`src/hw/pfh_pkg.sv`:
```
// Package: register map, field layout, reset values, types and helpers of the packet handler
package pfh_pkg;
  localparam logic [7:0] ADDR_CFG_A = 8'h30;
  localparam logic [7:0] ADDR_CFG_B = 8'h31;
  localparam logic [7:0] ADDR_LEN_LO = 8'h32;
  localparam logic [7:0] ADDR_STATION = 8'h33;
  localparam logic [7:0] ADDR_GROUP = 8'h34;
  localparam logic [7:0] ADDR_THRESH = 8'h35;
  localparam logic [7:0] ADDR_IRQ_STAT = 8'h3e;
  localparam logic [7:0] ADDR_IRQ_MASK = 8'h3f;
  localparam int FA_KIND = 7;
  localparam int FA_CODE_HI = 6;
  localparam int FA_CODE_LO = 5;
  localparam int FA_CHECK = 4;
  localparam int FA_KEEP = 3;
  localparam int FA_FILT_HI = 2;
  localparam int FA_FILT_LO = 1;
  localparam int FA_VARIANT = 0;
  localparam int FB_MODE = 6;
  localparam int FB_BEACON = 3;
  localparam int FB_LEN_HI = 2;
  localparam int FT_TRIG = 7;
  localparam int FT_MARK_HI = 5;
  localparam logic [7:0] RST_CFG_A = 8'h90;
  localparam logic [7:0] RST_CFG_B = 8'h40;
  localparam logic [7:0] RST_LEN_LO = 8'h40;
  localparam logic [7:0] RST_STATION = 8'h00;
  localparam logic [7:0] RST_GROUP = 8'h00;
  localparam logic [7:0] RST_THRESH = 8'h8f;
  localparam logic [7:0] CFG_B_RW_MASK = 8'h7f;
  localparam logic [7:0] THRESH_RW_MASK = 8'hbf;
  localparam logic [1:0] CODE_BALANCE = 2'h1;
  localparam logic [1:0] CODE_SCRAMBLE = 2'h2;
  localparam logic [1:0] FILT_ALL = 2'h0;
  localparam logic [1:0] FILT_BOTH = 2'h2;
  localparam logic [15:0] CCITT_POLY = 16'h1021;
  localparam logic [15:0] CCITT_SEED = 16'h1d0f;
  localparam logic [15:0] IBM_POLY = 16'h8005;
  localparam logic [15:0] IBM_SEED = 16'hffff;
  localparam logic [8:0] SCR_STD_SEED = 9'h1ff;
  localparam logic [8:0] SCR_ALT_SEED = 9'h1a5;
  localparam int IRQ_W = 5;
  localparam int IRQ_DONE = 0;
  localparam int IRQ_FAIL = 1;
  localparam int IRQ_DROP = 2;
  localparam int IRQ_SENT = 3;
  localparam int IRQ_LEVEL = 4;
  typedef struct packed {
    logic valid;
    logic [7:0] data;
  } pfh_byte_t;
  typedef enum logic [2:0] {RX_IDLE, RX_LEN, RX_ADDR, RX_BODY, RX_CHK_HI, RX_CHK_LO} pfh_rx_st_t;
  typedef enum logic [1:0] {TX_PASS, TX_CRC_HI, TX_CRC_LO} pfh_tx_st_t;
  // One byte of MSB-first CRC
  function automatic logic [15:0] pfh_crc_byte(input logic [15:0] crc, input logic [7:0] d,
                                               input logic [15:0] poly);
    logic [15:0] c;
    logic fb;
    c = crc;
    for (int i = 7; i >= 0; i--) begin
      fb = c[15] ^ d[i];
      c = {c[14:0], 1'b0};
      if (fb) begin
        c = c ^ poly;
      end
    end
    return c;
  endfunction
  // Eight steps of the x^9+x^5+1 scrambler: {next state, mask byte}
  function automatic logic [16:0] pfh_scr_byte(input logic [8:0] s_in);
    logic [8:0] s;
    logic [7:0] m;
    s = s_in;
    m = 8'h00;
    for (int i = 0; i < 8; i++) begin
      m[i] = s[0];
      s = {s[0] ^ s[5], s[8:1]};
    end
    return {s, m};
  endfunction
endpackage

```
`src/hw/pfh_packet_handler.sv`:
```
// Packet handler: configuration registers, receive filter and check, transmit framer, interrupts
// How it works
// - Kind bit: 0 fixed, 1 variable; resets variable
// - Coding field: none, bit-balancing, scrambling; 11 reserved
// - Check enable appends/verifies CRC; resets enabled
// - Check fail: flush and restart, or keep+done
// - Address filter: all, own, own or broadcast
// - Variant bit picks CCITT/standard or IBM/alternate
// - Beacon mode only while fixed framing selected
// - Byte count 11 bits, split over two registers
// - Fixed: exact length; variable: receive maximum; 0x40
// - Own and broadcast addresses, 8 bits, reset zero
// - Send trigger: above threshold, or non-empty; resets 1
// - Level flag when count >= threshold plus one
//
// Added by the designer: the address-and-strobe port.
`timescale 1ns/1ps
`default_nettype none
module pfh_packet_handler
  import pfh_pkg::*;
(
  input wire logic MCLK_IN,
  input wire logic RST_IN,
  input wire logic CE_IN,
  input wire logic [7:0] ADDR_IN,
  input wire logic [7:0] WDATA_IN,
  input wire logic WR_IN,
  input wire logic RD_IN,
  output logic [7:0] RDATA_OUT,
  output logic IRQ_OUT,
  input wire logic [6:0] QUEUE_COUNT_IN,
  output logic QUEUE_LEVEL_OUT,
  output logic TX_GO_OUT,
  input wire logic RX_START_IN,
  input wire pfh_byte_t RX_BYTE_IN,
  output pfh_byte_t RX_PUSH_OUT,
  output logic QUEUE_FLUSH_OUT,
  output logic RX_RESTART_OUT,
  output logic PAYLOAD_DONE_OUT,
  input wire pfh_byte_t TX_BYTE_IN,
  output logic TX_READY_OUT,
  output pfh_byte_t TX_BYTE_OUT,
  output logic PACKET_SENT_OUT,
  output logic QUEUE_KEEP_OUT,
  output logic BALANCE_CODING_OUT,
  output logic PACKET_MODE_OUT
);
  logic [7:0] cfg_a_ff, cfg_b_ff, len_lo_ff, station_ff, group_ff, thresh_ff, rdata_ff;
  logic [IRQ_W-1:0] irq_stat_ff, irq_mask_ff, irq_set;
  logic irq_ff, level_ff, go_ff, flush_ff, restart_ff, done_ff, sent_ff, keep_ff;
  logic balance_ff, mode_ff, tx_ready_ff, tx_fresh_ff;
  pfh_byte_t rx_push_ff, tx_out_ff;
  pfh_rx_st_t rx_st_ff, nxt_rx_st;
  pfh_tx_st_t tx_st_ff, nxt_tx_st;
  logic [10:0] rx_cnt_ff, nxt_rx_cnt, tx_left_ff, nxt_tx_left;
  logic [15:0] rx_crc_ff, nxt_rx_crc, tx_crc_ff, nxt_tx_crc;
  logic [8:0] rx_scr_ff, nxt_rx_scr, tx_scr_ff, nxt_tx_scr;
  logic [7:0] rx_hi_ff, nxt_rx_hi;
  logic nxt_push, nxt_flush, nxt_done, nxt_fail, nxt_drop;
  logic nxt_tx_valid, nxt_sent, nxt_tx_ready, nxt_tx_fresh;
  logic [7:0] nxt_tx_data;

  // Configuration decode
  wire fixed_kind = ~cfg_a_ff[FA_KIND];
  wire [1:0] coding = cfg_a_ff[FA_CODE_HI:FA_CODE_LO];
  wire scramble_on = (coding == CODE_SCRAMBLE);
  wire check_on = cfg_a_ff[FA_CHECK];
  wire keep_on = cfg_a_ff[FA_KEEP];
  wire [1:0] filt = cfg_a_ff[FA_FILT_HI:FA_FILT_LO];
  wire variant = cfg_a_ff[FA_VARIANT];
  wire [10:0] payload_max = {cfg_b_ff[FB_LEN_HI:0], len_lo_ff};
  wire beacon_on = cfg_b_ff[FB_BEACON] & fixed_kind;
  wire [5:0] mark = thresh_ff[FT_MARK_HI:0];
  wire trig_any = thresh_ff[FT_TRIG];
  wire [15:0] crc_poly = variant ? IBM_POLY : CCITT_POLY;
  wire [15:0] crc_seed = variant ? IBM_SEED : CCITT_SEED;
  wire [8:0] scr_seed = variant ? SCR_ALT_SEED : SCR_STD_SEED;

  // Register bus decode
  wire wr_cfg_a = WR_IN && (ADDR_IN == ADDR_CFG_A);
  wire wr_cfg_b = WR_IN && (ADDR_IN == ADDR_CFG_B);
  wire wr_len_lo = WR_IN && (ADDR_IN == ADDR_LEN_LO);
  wire wr_station = WR_IN && (ADDR_IN == ADDR_STATION);
  wire wr_group = WR_IN && (ADDR_IN == ADDR_GROUP);
  wire wr_thresh = WR_IN && (ADDR_IN == ADDR_THRESH);
  wire wr_stat = WR_IN && (ADDR_IN == ADDR_IRQ_STAT);
  wire wr_mask = WR_IN && (ADDR_IN == ADDR_IRQ_MASK);
  wire [IRQ_W-1:0] irq_clr = wr_stat ? WDATA_IN[IRQ_W-1:0] : '0;
  wire [7:0] rd_mux =
    (ADDR_IN == ADDR_CFG_A) ? cfg_a_ff :
    (ADDR_IN == ADDR_CFG_B) ? cfg_b_ff :
    (ADDR_IN == ADDR_LEN_LO) ? len_lo_ff :
    (ADDR_IN == ADDR_STATION) ? station_ff :
    (ADDR_IN == ADDR_GROUP) ? group_ff :
    (ADDR_IN == ADDR_THRESH) ? thresh_ff :
    (ADDR_IN == ADDR_IRQ_STAT) ? {3'h0, irq_stat_ff} :
    (ADDR_IN == ADDR_IRQ_MASK) ? {3'h0, irq_mask_ff} : 8'h00;

  // Queue level and send trigger
  wire level_now = (QUEUE_COUNT_IN >= ({1'b0, mark} + 7'h01));
  wire go_now = trig_any ? (QUEUE_COUNT_IN != 7'h00) : level_now;

  // Receive datapath
  wire rx_take = RX_BYTE_IN.valid && (rx_st_ff != RX_IDLE);
  wire [16:0] rx_scr_w = pfh_scr_byte(rx_scr_ff);
  wire [7:0] rx_plain = RX_BYTE_IN.data ^ (scramble_on ? rx_scr_w[7:0] : 8'h00);
  wire [15:0] rx_crc_w = pfh_crc_byte(rx_crc_ff, rx_plain, crc_poly);
  wire [15:0] rx_fin = variant ? rx_crc_ff : ~rx_crc_ff;
  wire rx_chk_ok = ({rx_hi_ff, rx_plain} == rx_fin);
  wire addr_ok = (filt == FILT_ALL) || (rx_plain == station_ff) ||
                 ((filt == FILT_BOTH) && (rx_plain == group_ff));
  wire len_bad = ({3'h0, rx_plain} > payload_max) || (rx_plain == 8'h00);
  wire rx_last = (rx_cnt_ff == 11'h001);
  wire rx_fail_now = rx_take && (rx_st_ff == RX_CHK_LO) && !rx_chk_ok;

  always_comb begin
    nxt_rx_st = rx_st_ff;
    nxt_rx_cnt = rx_cnt_ff;
    nxt_rx_crc = rx_crc_ff;
    nxt_rx_scr = rx_scr_ff;
    nxt_rx_hi = rx_hi_ff;
    nxt_push = 1'b0;
    nxt_flush = 1'b0;
    nxt_done = 1'b0;
    nxt_fail = 1'b0;
    nxt_drop = 1'b0;
    if (RX_START_IN) begin
      nxt_rx_crc = crc_seed;
      nxt_rx_scr = scr_seed;
      nxt_rx_cnt = payload_max;
      if (!fixed_kind) begin
        nxt_rx_st = RX_LEN;
      end else if (filt != FILT_ALL) begin
        nxt_rx_st = RX_ADDR;
      end else begin
        nxt_rx_st = RX_BODY;
      end
    end else if (rx_take) begin
      nxt_rx_scr = rx_scr_w[16:8];
      case (rx_st_ff)
        RX_LEN: begin
          nxt_rx_crc = rx_crc_w;
          nxt_push = 1'b1;
          nxt_rx_cnt = {3'h0, rx_plain};
          if (len_bad) begin
            nxt_drop = 1'b1;
            nxt_rx_st = RX_IDLE;
          end else begin
            nxt_rx_st = (filt != FILT_ALL) ? RX_ADDR : RX_BODY;
          end
        end
        RX_ADDR, RX_BODY: begin
          nxt_rx_crc = rx_crc_w;
          nxt_push = 1'b1;
          nxt_rx_cnt = rx_cnt_ff - 11'h001;
          if ((rx_st_ff == RX_ADDR) && !addr_ok) begin
            nxt_drop = 1'b1;
            nxt_rx_st = RX_IDLE;
          end else if (rx_last) begin
            nxt_rx_st = check_on ? RX_CHK_HI : RX_IDLE;
            nxt_done = !check_on;
          end else begin
            nxt_rx_st = RX_BODY;
          end
        end
        RX_CHK_HI: begin
          nxt_rx_hi = rx_plain;
          nxt_rx_st = RX_CHK_LO;
        end
        RX_CHK_LO: begin
          nxt_rx_st = RX_IDLE;
          nxt_fail = !rx_chk_ok;
          nxt_done = rx_chk_ok || keep_on;
          nxt_drop = !rx_chk_ok && !keep_on;
        end
        default: begin
          nxt_rx_st = RX_IDLE;
        end
      endcase
    end
    nxt_flush = nxt_drop;
  end

  // Transmit datapath
  wire tx_take = TX_BYTE_IN.valid && tx_ready_ff;
  wire [15:0] tx_base_crc = tx_fresh_ff ? crc_seed : tx_crc_ff;
  wire [16:0] tx_scr_w = pfh_scr_byte(tx_fresh_ff ? scr_seed : tx_scr_ff);
  wire [7:0] tx_mask = scramble_on ? tx_scr_w[7:0] : 8'h00;
  wire [15:0] tx_fin = variant ? tx_crc_ff : ~tx_crc_ff;
  wire tx_final = tx_fresh_ff ?
                  (fixed_kind ? (payload_max == 11'h001) : (TX_BYTE_IN.data == 8'h00)) :
                  (tx_left_ff == 11'h001);

  always_comb begin
    nxt_tx_st = tx_st_ff;
    nxt_tx_left = tx_left_ff;
    nxt_tx_crc = tx_crc_ff;
    nxt_tx_scr = tx_scr_ff;
    nxt_tx_valid = 1'b0;
    nxt_tx_data = tx_out_ff.data;
    nxt_sent = 1'b0;
    nxt_tx_ready = tx_ready_ff;
    nxt_tx_fresh = tx_fresh_ff;
    case (tx_st_ff)
      TX_PASS: begin
        if (tx_take) begin
          nxt_tx_valid = 1'b1;
          nxt_tx_data = TX_BYTE_IN.data ^ tx_mask;
          nxt_tx_crc = pfh_crc_byte(tx_base_crc, TX_BYTE_IN.data, crc_poly);
          nxt_tx_scr = tx_scr_w[16:8];
          nxt_tx_fresh = 1'b0;
          if (tx_fresh_ff) begin
            nxt_tx_left = fixed_kind ? (payload_max - 11'h001) : {3'h0, TX_BYTE_IN.data};
          end else begin
            nxt_tx_left = tx_left_ff - 11'h001;
          end
          if (tx_final) begin
            if (check_on) begin
              nxt_tx_st = TX_CRC_HI;
              nxt_tx_ready = 1'b0;
            end else begin
              nxt_sent = 1'b1;
              nxt_tx_fresh = 1'b1;
            end
          end
        end
      end
      TX_CRC_HI: begin
        nxt_tx_valid = 1'b1;
        nxt_tx_data = tx_fin[15:8] ^ tx_mask;
        nxt_tx_scr = tx_scr_w[16:8];
        nxt_tx_st = TX_CRC_LO;
      end
      TX_CRC_LO: begin
        nxt_tx_valid = 1'b1;
        nxt_tx_data = tx_fin[7:0] ^ tx_mask;
        nxt_sent = 1'b1;
        nxt_tx_fresh = 1'b1;
        nxt_tx_ready = 1'b1;
        nxt_tx_st = TX_PASS;
      end
      default: begin
        nxt_tx_st = TX_PASS;
        nxt_tx_ready = 1'b1;
      end
    endcase
  end

  wire level_rise = level_now && !level_ff;
  assign irq_set = {level_rise, nxt_sent, nxt_drop, nxt_fail, nxt_done};

  always_ff @(posedge MCLK_IN or posedge RST_IN) begin
    if (RST_IN) begin
      cfg_a_ff <= RST_CFG_A;
      cfg_b_ff <= RST_CFG_B;
      len_lo_ff <= RST_LEN_LO;
      station_ff <= RST_STATION;
      group_ff <= RST_GROUP;
      thresh_ff <= RST_THRESH;
      irq_stat_ff <= '0;
      irq_mask_ff <= '0;
      rdata_ff <= 8'h00;
      irq_ff <= 1'b0;
    end else if (CE_IN) begin
      if (wr_cfg_a) cfg_a_ff <= WDATA_IN;
      if (wr_cfg_b) cfg_b_ff <= WDATA_IN & CFG_B_RW_MASK;
      if (wr_len_lo) len_lo_ff <= WDATA_IN;
      if (wr_station) station_ff <= WDATA_IN;
      if (wr_group) group_ff <= WDATA_IN;
      if (wr_thresh) thresh_ff <= WDATA_IN & THRESH_RW_MASK;
      if (wr_mask) irq_mask_ff <= WDATA_IN[IRQ_W-1:0];
      // Set wins over a same-cycle write-one clear
      irq_stat_ff <= (irq_stat_ff & ~irq_clr) | irq_set;
      rdata_ff <= RD_IN ? rd_mux : 8'h00;
      irq_ff <= |(irq_stat_ff & irq_mask_ff);
    end
  end

  always_ff @(posedge MCLK_IN or posedge RST_IN) begin
    if (RST_IN) begin
      rx_st_ff <= RX_IDLE;
      rx_cnt_ff <= 11'h000;
      rx_crc_ff <= 16'h0000;
      rx_scr_ff <= 9'h000;
      rx_hi_ff <= 8'h00;
      rx_push_ff <= '0;
      flush_ff <= 1'b0;
      restart_ff <= 1'b0;
      done_ff <= 1'b0;
    end else if (CE_IN) begin
      rx_st_ff <= nxt_rx_st;
      rx_cnt_ff <= nxt_rx_cnt;
      rx_crc_ff <= nxt_rx_crc;
      rx_scr_ff <= nxt_rx_scr;
      rx_hi_ff <= nxt_rx_hi;
      rx_push_ff <= '{valid: nxt_push, data: rx_plain};
      flush_ff <= nxt_flush;
      restart_ff <= nxt_flush;
      done_ff <= nxt_done;
    end
  end

  always_ff @(posedge MCLK_IN or posedge RST_IN) begin
    if (RST_IN) begin
      tx_st_ff <= TX_PASS;
      tx_left_ff <= 11'h000;
      tx_crc_ff <= 16'h0000;
      tx_scr_ff <= 9'h000;
      tx_out_ff <= '0;
      tx_ready_ff <= 1'b1;
      tx_fresh_ff <= 1'b1;
      sent_ff <= 1'b0;
      level_ff <= 1'b0;
      go_ff <= 1'b0;
      keep_ff <= 1'b0;
      balance_ff <= 1'b0;
      mode_ff <= 1'b1;
    end else if (CE_IN) begin
      tx_st_ff <= nxt_tx_st;
      tx_left_ff <= nxt_tx_left;
      tx_crc_ff <= nxt_tx_crc;
      tx_scr_ff <= nxt_tx_scr;
      tx_out_ff <= '{valid: nxt_tx_valid, data: nxt_tx_data};
      tx_ready_ff <= nxt_tx_ready;
      tx_fresh_ff <= nxt_tx_fresh;
      sent_ff <= nxt_sent;
      level_ff <= level_now;
      go_ff <= go_now;
      keep_ff <= beacon_on;
      balance_ff <= (coding == CODE_BALANCE);
      mode_ff <= cfg_b_ff[FB_MODE];
    end
  end

  assign RDATA_OUT = rdata_ff;
  assign IRQ_OUT = irq_ff;
  assign QUEUE_LEVEL_OUT = level_ff;
  assign TX_GO_OUT = go_ff;
  assign RX_PUSH_OUT = rx_push_ff;
  assign QUEUE_FLUSH_OUT = flush_ff;
  assign RX_RESTART_OUT = restart_ff;
  assign PAYLOAD_DONE_OUT = done_ff;
  assign TX_READY_OUT = tx_ready_ff;
  assign TX_BYTE_OUT = tx_out_ff;
  assign PACKET_SENT_OUT = sent_ff;
  assign QUEUE_KEEP_OUT = keep_ff;
  assign BALANCE_CODING_OUT = balance_ff;
  assign PACKET_MODE_OUT = mode_ff;
endmodule
`default_nettype wire

```
`config.mk`:
```
export PLATFORM = sky130hd
export DESIGN_NAME = pfh_packet_handler
export DESIGN_NICKNAME = d
export VERILOG_FILES = /design/src/hw/pfh_pkg.sv /design/src/hw/pfh_packet_handler.sv
export SDC_FILE = /design/constraint.sdc
export NUM_CORES = 1
export LEC_CHECK = 0
export BUFFER_PORTS_ARGS = -buffer_cell sky130_fd_sc_hd__buf_2
export CAP_MARGIN = 40
export CORE_ASPECT_RATIO = 1.75
export CORE_MARGIN = 8
export CORE_UTILIZATION = 45
export DETAILED_ROUTE_END_ITERATION = 8
export GPL_ROUTABILITY_DRIVEN = 0
export GPL_TIMING_DRIVEN = 0
export SYNTH_ARGS = -nofsm -noshare
export SYNTH_HDL_FRONTEND = slang
export SYNTH_SLANG_ARGS = --single-unit
export TNS_END_PERCENT = 50
```
`constraint.sdc`:
```
create_clock -name MCLK_IN -period 9.95 [get_ports MCLK_IN]
set_clock_uncertainty 0.2 [all_clocks]
set_input_delay 1.4925 -clock MCLK_IN [delete_from_list [all_inputs] [get_ports MCLK_IN]]
set_output_delay 1.4925 -clock MCLK_IN [all_outputs]
set_load 0.01 [all_outputs]
```
# Yosys cells after proc, flatten, opt, wreduce, memory -nomap -nowiden
# Cells that the tools add are included.
[totals]
reg_bits = 178
wordCells = 292
[op_classes]
n_addsub = 4
n_lt_le_gt_ge = 2
n_eq_ne = 27
muxes = 107
n_bitwise = 62
n_reduce_logical = 57
[ops]
columns = ["op", "n"]
rows = [
  ["$mux W16", 38],
  ["$xor A16 B16 Y16", 16],
  ["$mux W8", 10],
  ["$eq A8 B6 Y1 const B", 8],
  ["$mux W11", 4],
  ["$mux W9", 4],
  ["$eq A11 B1 Y1 const B", 3],
  ["$sub A11 B1 Y11 const B", 3],
  ["$not A16 Y16", 2],
  ["$xor A1 B1 Y1", 32],
  ["$xor A8 B8 Y8", 4],
  ["$mux W1", 26],
  ["$pmux W8 S3", 1],
  ["$pmux W11 S2", 1],
  ["$mux W3", 6],
  ["$pmux W9 S2", 1],
  ["$reduce_and A3 Y1", 6],
  ["$eq A16 B16 Y1", 1],
  ["$eq A8 B8 Y1", 2],
  ["$logic_not A8 Y1", 2],
  ["$reduce_and A2 Y1", 8],
  ["$mux W5", 3],
  ["$logic_and A1 B1 Y1", 14],
  ["$gt A8 B11 Y1", 1],
  ["30 further kinds", 63],
]

# Logic depth before layout (Yosys ltp)
[depth]
ltp_word = 32
depth_mapped = 12
depth_no_buf = 11

# Worst setup path after synthesis
# OpenSTA, ideal clock, no wires.
[synth_path]
path_type = "input to register"
startpoint = "input TX_BYTE_IN[7] in the netlist's numbering"
endpoint = "register tx_crc_ff[15]"
t_arrival_ns = 3.706
setup_slack_ns = 5.962
stages = 9
cell_sequence = "buf_2 > or3b_1 > a311oi_2 > nor2_2 > xnor3_2 > xnor3_1 > xor2_1 > a21o_1 > a31oi_1"
[synth_via]
elab_chain_cells = 30
elab_cells_between_ends = 37
[synth_rtl]
columns = ["element", "line", "text"]
rows = [
  ["start: declaration", "pfh_packet_handler.sv:40", "input wire pfh_byte_t TX_BYTE_IN,"],
  ["$xor A1 B1 Y1 *", "pfh_pkg.sv:61", "fb = c[15] ^ d[i];"],
  ["$mux W16 *", "pfh_pkg.sv:63", "if (fb) begin"],
  ["$mux W16 *", "pfh_packet_handler.sv:206", "if (tx_take) begin"],
  ["$mux W16 *", "pfh_packet_handler.sv:204", "case (tx_st_ff)"],
  ["$xor A16 B16 Y16 / $xor A1 B1 Y1 (equally long branches)", "pfh_pkg.sv:64, pfh_pkg.sv:61", ""],
  ["$mux W16 *", "pfh_pkg.sv:63", ""],
  ["$mux W16 *", "pfh_packet_handler.sv:206", ""],
  ["$mux W16 *", "pfh_packet_handler.sv:204", ""],
  ["[... 14 more ...]", "--", ""],
  ["$mux W16 *", "pfh_packet_handler.sv:206", ""],
  ["$mux W16 *", "pfh_packet_handler.sv:204", ""],
  ["$xor A16 B16 Y16 / $xor A1 B1 Y1 (equally long branches)", "pfh_pkg.sv:64, pfh_pkg.sv:61", ""],
  ["$mux W16 *", "pfh_pkg.sv:63", ""],
  ["$mux W16 *", "pfh_packet_handler.sv:206", ""],
  ["$mux W16 *", "pfh_packet_handler.sv:204", ""],
  ["$xor A16 B16 Y16 / $xor A1 B1 Y1 (equally long branches)", "pfh_pkg.sv:64, pfh_pkg.sv:61", ""],
  ["$mux W16 *", "pfh_pkg.sv:63", ""],
  ["end signal: assignment", "pfh_packet_handler.sv:321", "tx_crc_ff <= nxt_tx_crc;"],
  ["end: declaration", "pfh_packet_handler.sv:56", "logic [15:0] rx_crc_ff, nxt_rx_crc, tx_crc_ff, nxt_tx_crc;"],
]
# Mark *: on every way between the ends. The rest lies on a longest branch, timed or not. The select of a mux whose other input is x is not followed.
# A chain may end at the register's enable or synchronous reset.

# Final worst setup path
[layout_path]
startpoint = "input TX_BYTE_IN[5] in the netlist's numbering"
endpoint = "register tx_crc_ff[0]"
[layout_via]
elab_chain_cells = 22
elab_cells_between_ends = 26
[layout_rtl]
columns = ["element", "line"]
rows = [
  ["$xor A1 B1 Y1 *", "pfh_pkg.sv:61"],
  ["$mux W16 *", "pfh_pkg.sv:63"],
  ["$mux W16 *", "pfh_packet_handler.sv:206"],
  ["$mux W16 *", "pfh_packet_handler.sv:204"],
  ["$xor A16 B16 Y16 / $xor A1 B1 Y1 (equally long branches)", "pfh_pkg.sv:64, pfh_pkg.sv:61"],
  ["$mux W16 *", "pfh_pkg.sv:63"],
  ["$mux W16 *", "pfh_packet_handler.sv:206"],
  ["$mux W16 *", "pfh_packet_handler.sv:204"],
  ["[... 6 more ...]", "--"],
  ["$mux W16 *", "pfh_packet_handler.sv:206"],
  ["$mux W16 *", "pfh_packet_handler.sv:204"],
  ["$xor A16 B16 Y16 / $xor A1 B1 Y1 (equally long branches)", "pfh_pkg.sv:64, pfh_pkg.sv:61"],
  ["$mux W16 *", "pfh_pkg.sv:63"],
  ["$mux W16 *", "pfh_packet_handler.sv:206"],
  ["$mux W16 *", "pfh_packet_handler.sv:204"],
  ["$xor A1 B1 Y1 *", "pfh_pkg.sv:61"],
  ["$mux W16 *", "pfh_pkg.sv:63"],
]
# Marked as above.

==> reports/results.txt <==
CP startpoint - TX_BYTE_IN[5]
Post-synth EDFFs - 0
First-pass GRT wire length - 61.5 mm
Setup crit end - tx_crc_ff[0]$_DFFE_PP0P_
Final Critical Period - 3860 ps
Die width - 139 um
WL final - 39.8 mm
Via count - 10300
RR Startpoint - cfg_a_ff[0]$_DFFE_PP0P_
WP data arrival - 3990 ps
Dpl cell area - 12800 sq um
CTS Sinks - 178
CTS clock-pin slew for the worst setup and hold paths - 70 ps
Setup CP Type - input pin to flop
Worst VDD drop - 0.143 mV
Routed vias/inst - 5.87
Ratio of cells with drive above 1 in the final layout - 14.5%
Worst setup EP type - flop
Routed length per instance - 22.8 um
Worst EP required - 10080 ps
Total setup buffers inserted after CTS - 0
Detail Route Antenna Nets - 0
CP startpoint kind - input pin
Diodes inserted - 0
Avg Inst Size Synth - 9.10 sq um
Initial drt markers - 631
Die Height - 232 um
Initial antenna violation count - 0
Multi-input gate area - 7010 sq um
Fmax - 259 MHz
Clock Path Buffers - 2
Root Driver - clkbuf_16
Status - finished, final reports clean
Worst hold path class - flop to flop
H-Tree Depth - 4
Yosys top cell by area - dfrtp_1
Hold_buf cts - 0
Final setup viols - 0
Count of cell types in the netlist - 70
Starting Density - 45.4%
Residual DRC - 0
Cell area after layout - 13400 sq um
Largest net degree at the start of global routing - 104
Slew margin rel. - 39.8%
Cell Area, Synth - 12000 sq um
Max FO, Critical Path - 10
I/O Pins - 84
Leakage - 5.84 nW
Area contributors post-synth - dfrtp_1, xnor2_1, mux2_2
Die ar. - 32300 sq um
R2R depth - 7
Synth-to-layout area growth - 12.1%
RSZ-0062 raised after global routing - no
Std cell rows - 79
Top cell type's share of synthesized area - 34.7%
Most used DFF post-synth - dfrtp_1
Total CTS buffers - 17
Post-synth net total - 1388
Drt first pass iters - 5
Max-cap violations - 0
Clock Latency Late Sink - 460 ps
Fillers - 2525
Seq cells post-synth - 178
Register area share after synthesis - 37.3%
Synth warnings - 0
Layout Nets - 1487
PostCTS Resize Cnt - 0
Post-DP HPWL - 31.0 mm
Fraction of registers with async set/reset - 100%
PortBufs - 73
R2R Setup Slk - 6100 ps
R2r endpoint - rx_scr_ff[6]$_DFFE_PP0P_
Final hold viol count - 0
All-Layer GR Usage - 25.0%
Pwr per Cell Area - 240 nW/um^2
GRT overflow - 0
Reg area - 4470 sq um
Worst slew pin tran - 896 ps
Setup TNS - 0 ps
Final Max Tran Viols - 0
Cells after Synth - 1315
CTS tree - done
Number of global-route vias before repair - 10600
CORE AREA - 26400 sq um
Fin crit share - 38.8%
## Yosys cell counts, drive strengths merged (8+ instances only)
| cell | instances |
|---|---|
| a31oi | 11 |
| a211oi | 8 |
| o22ai | 12 |
| xor2 | 49 |
| nor4 | 15 |
| inv | 41 |
| nand2 | 97 |
| nor2 | 141 |
| buf | 19 |
| clkbuf | 68 |
| a21oi | 90 |
| nand3 | 24 |
| a22oi | 17 |
| a21o | 12 |
| nor2b | 12 |
| ha | 26 |
| nor3 | 28 |
| mux2i | 21 |
| dfrtp | 166 |
| nand2b | 18 |
| xnor3 | 20 |
| o2bb2ai | 9 |
| or3 | 8 |
| mux2 | 59 |
| o21ai | 101 |
| o31ai | 8 |
| o21a | 10 |
| dfstp | 12 |
| xnor2 | 119 |
## critical path, stage by stage
cell      delay (ps)
buf_2            130
buf_1            530
nand2b_1         180
o221ai_1         160
xor2_2           430
xnor3_1          530
o21bai_1         280
xor2_1           180
o21ai_1           70
## worst min-delay path by stage
stage	startpoint	end	slack (ps)	cells past startpoint
after floorplan	tx_left_ff[4]$_DFFE_PP0P_	tx_left_ff[4]$_DFFE_PP0P_	250	2
after global placement	TX_BYTE_OUT[8]$_DFFE_PP0P_	TX_BYTE_OUT[8]$_DFFE_PP0P_	260	2
after detailed placement	RX_PUSH_OUT[8]$_DFFE_PP0P_	RX_PUSH_OUT[8]$_DFFE_PP0P_	270	1
after CTS	RX_PUSH_OUT[8]$_DFFE_PP0P_	RX_PUSH_OUT[8]$_DFFE_PP0P_	290	1
after global routing	RX_PUSH_OUT[8]$_DFFE_PP0P_	RX_PUSH_OUT[8]$_DFFE_PP0P_	310	1
final	RX_PUSH_OUT[8]$_DFFE_PP0P_	RX_PUSH_OUT[8]$_DFFE_PP0P_	280	1
## cells in the final DEF, fill, tap and decap left out, types with 15 or more instances in the layout
cell type  count
mux2i_1       21
buf_2         79
inv_1         40
nor2_1       140
xor2_1        46
xnor3_1       19
clkbuf_1      68
nor4_1        15
mux2_2        59
clkbuf_16     17
a21oi_1       90
o21ai_0       93
a22oi_1       17
dfrtp_1      166
nand2_1       97
xnor2_1      117
nor3_1        28
ha_1          26
nand2b_1      18
nand3_1       24
## logic make-up after synthesis
logic type               count (synthesis)  synth area share, %
adder cells (fa/ha/maj)                 26                 2.72
multiplexers                            80                 7.30
buffers and inverters                  128                 4.16
AO/OA/AOI/OAI                          326                 16.9
AND/OR/NAND/NOR                        389                 15.2
flip-flops                             178                 37.3
XOR/XNOR                               188                 16.4
## stage by stage
stage	util, %	hold WS [ps]	instances	worst slack, ps	power [mW]
2_1_floorplan	-	250	1315	3450	2.15
3_3_place_gp	48.3	265	1712	1090	2.48
3_5_place_dp	48.6	272	1719	5640	2.51
4_1_cts	50.9	289	1751	6110	3.22
5_1_grt	50.9	306	1751	5900	3.43
6_report	50.9	281	1751	6090	3.21
## sequential cells by signal, indices dropped and copies added, names as in the netlist, 2 cells and up
name / count
cfg_a_ff: 8
rx_hi_ff: 8
rx_scr_ff: 9
tx_scr_ff: 9
cfg_b_ff: 7
thresh_ff: 7
len_lo_ff: 8
tx_left_ff: 11
tx_st_ff: 2
TX_BYTE_OUT: 9
tx_crc_ff: 16
rx_st_ff: 3
rx_crc_ff: 16
irq_stat_ff: 5
RX_PUSH_OUT: 9
RDATA_OUT: 8
group_ff: 8
irq_mask_ff: 5
rx_cnt_ff: 11
station_ff: 8
## power by group
group / leakage (nW) / switching (mW) / internal [mW]
clock network: 0.285 / 0.347 / 0.358
registers: 2.20 / 0.158 / 0.875
logic: 3.36 / 0.825 / 0.652
## metal layers
layer  routed length, um  part of all wire, %  GRT usage [%]  up-vias
met5                   0                    0              0        -
met4                2840                  7.1           18.9        0
met3                1850                  4.6           4.73      138
met2               20800                   52           45.2      345
met1               14300                   36           25.2     4990
li1                    -                    -              -     4804
## area by class of cell
cell class | count | share of cell area [%]
Multi-Input combinational cell | 1009 | 52.2
Timing Repair Buffer | 80 | 3.33
Inverter | 41 | 1.20
Buffer | 87 | 2.56
Sequential cell | 178 | 33.3
Clock buffer | 17 | 3.17
Clock inverter | 15 | 1.21
Tap cell | 324 | 3.02
(Power assumes the default switching activity.)
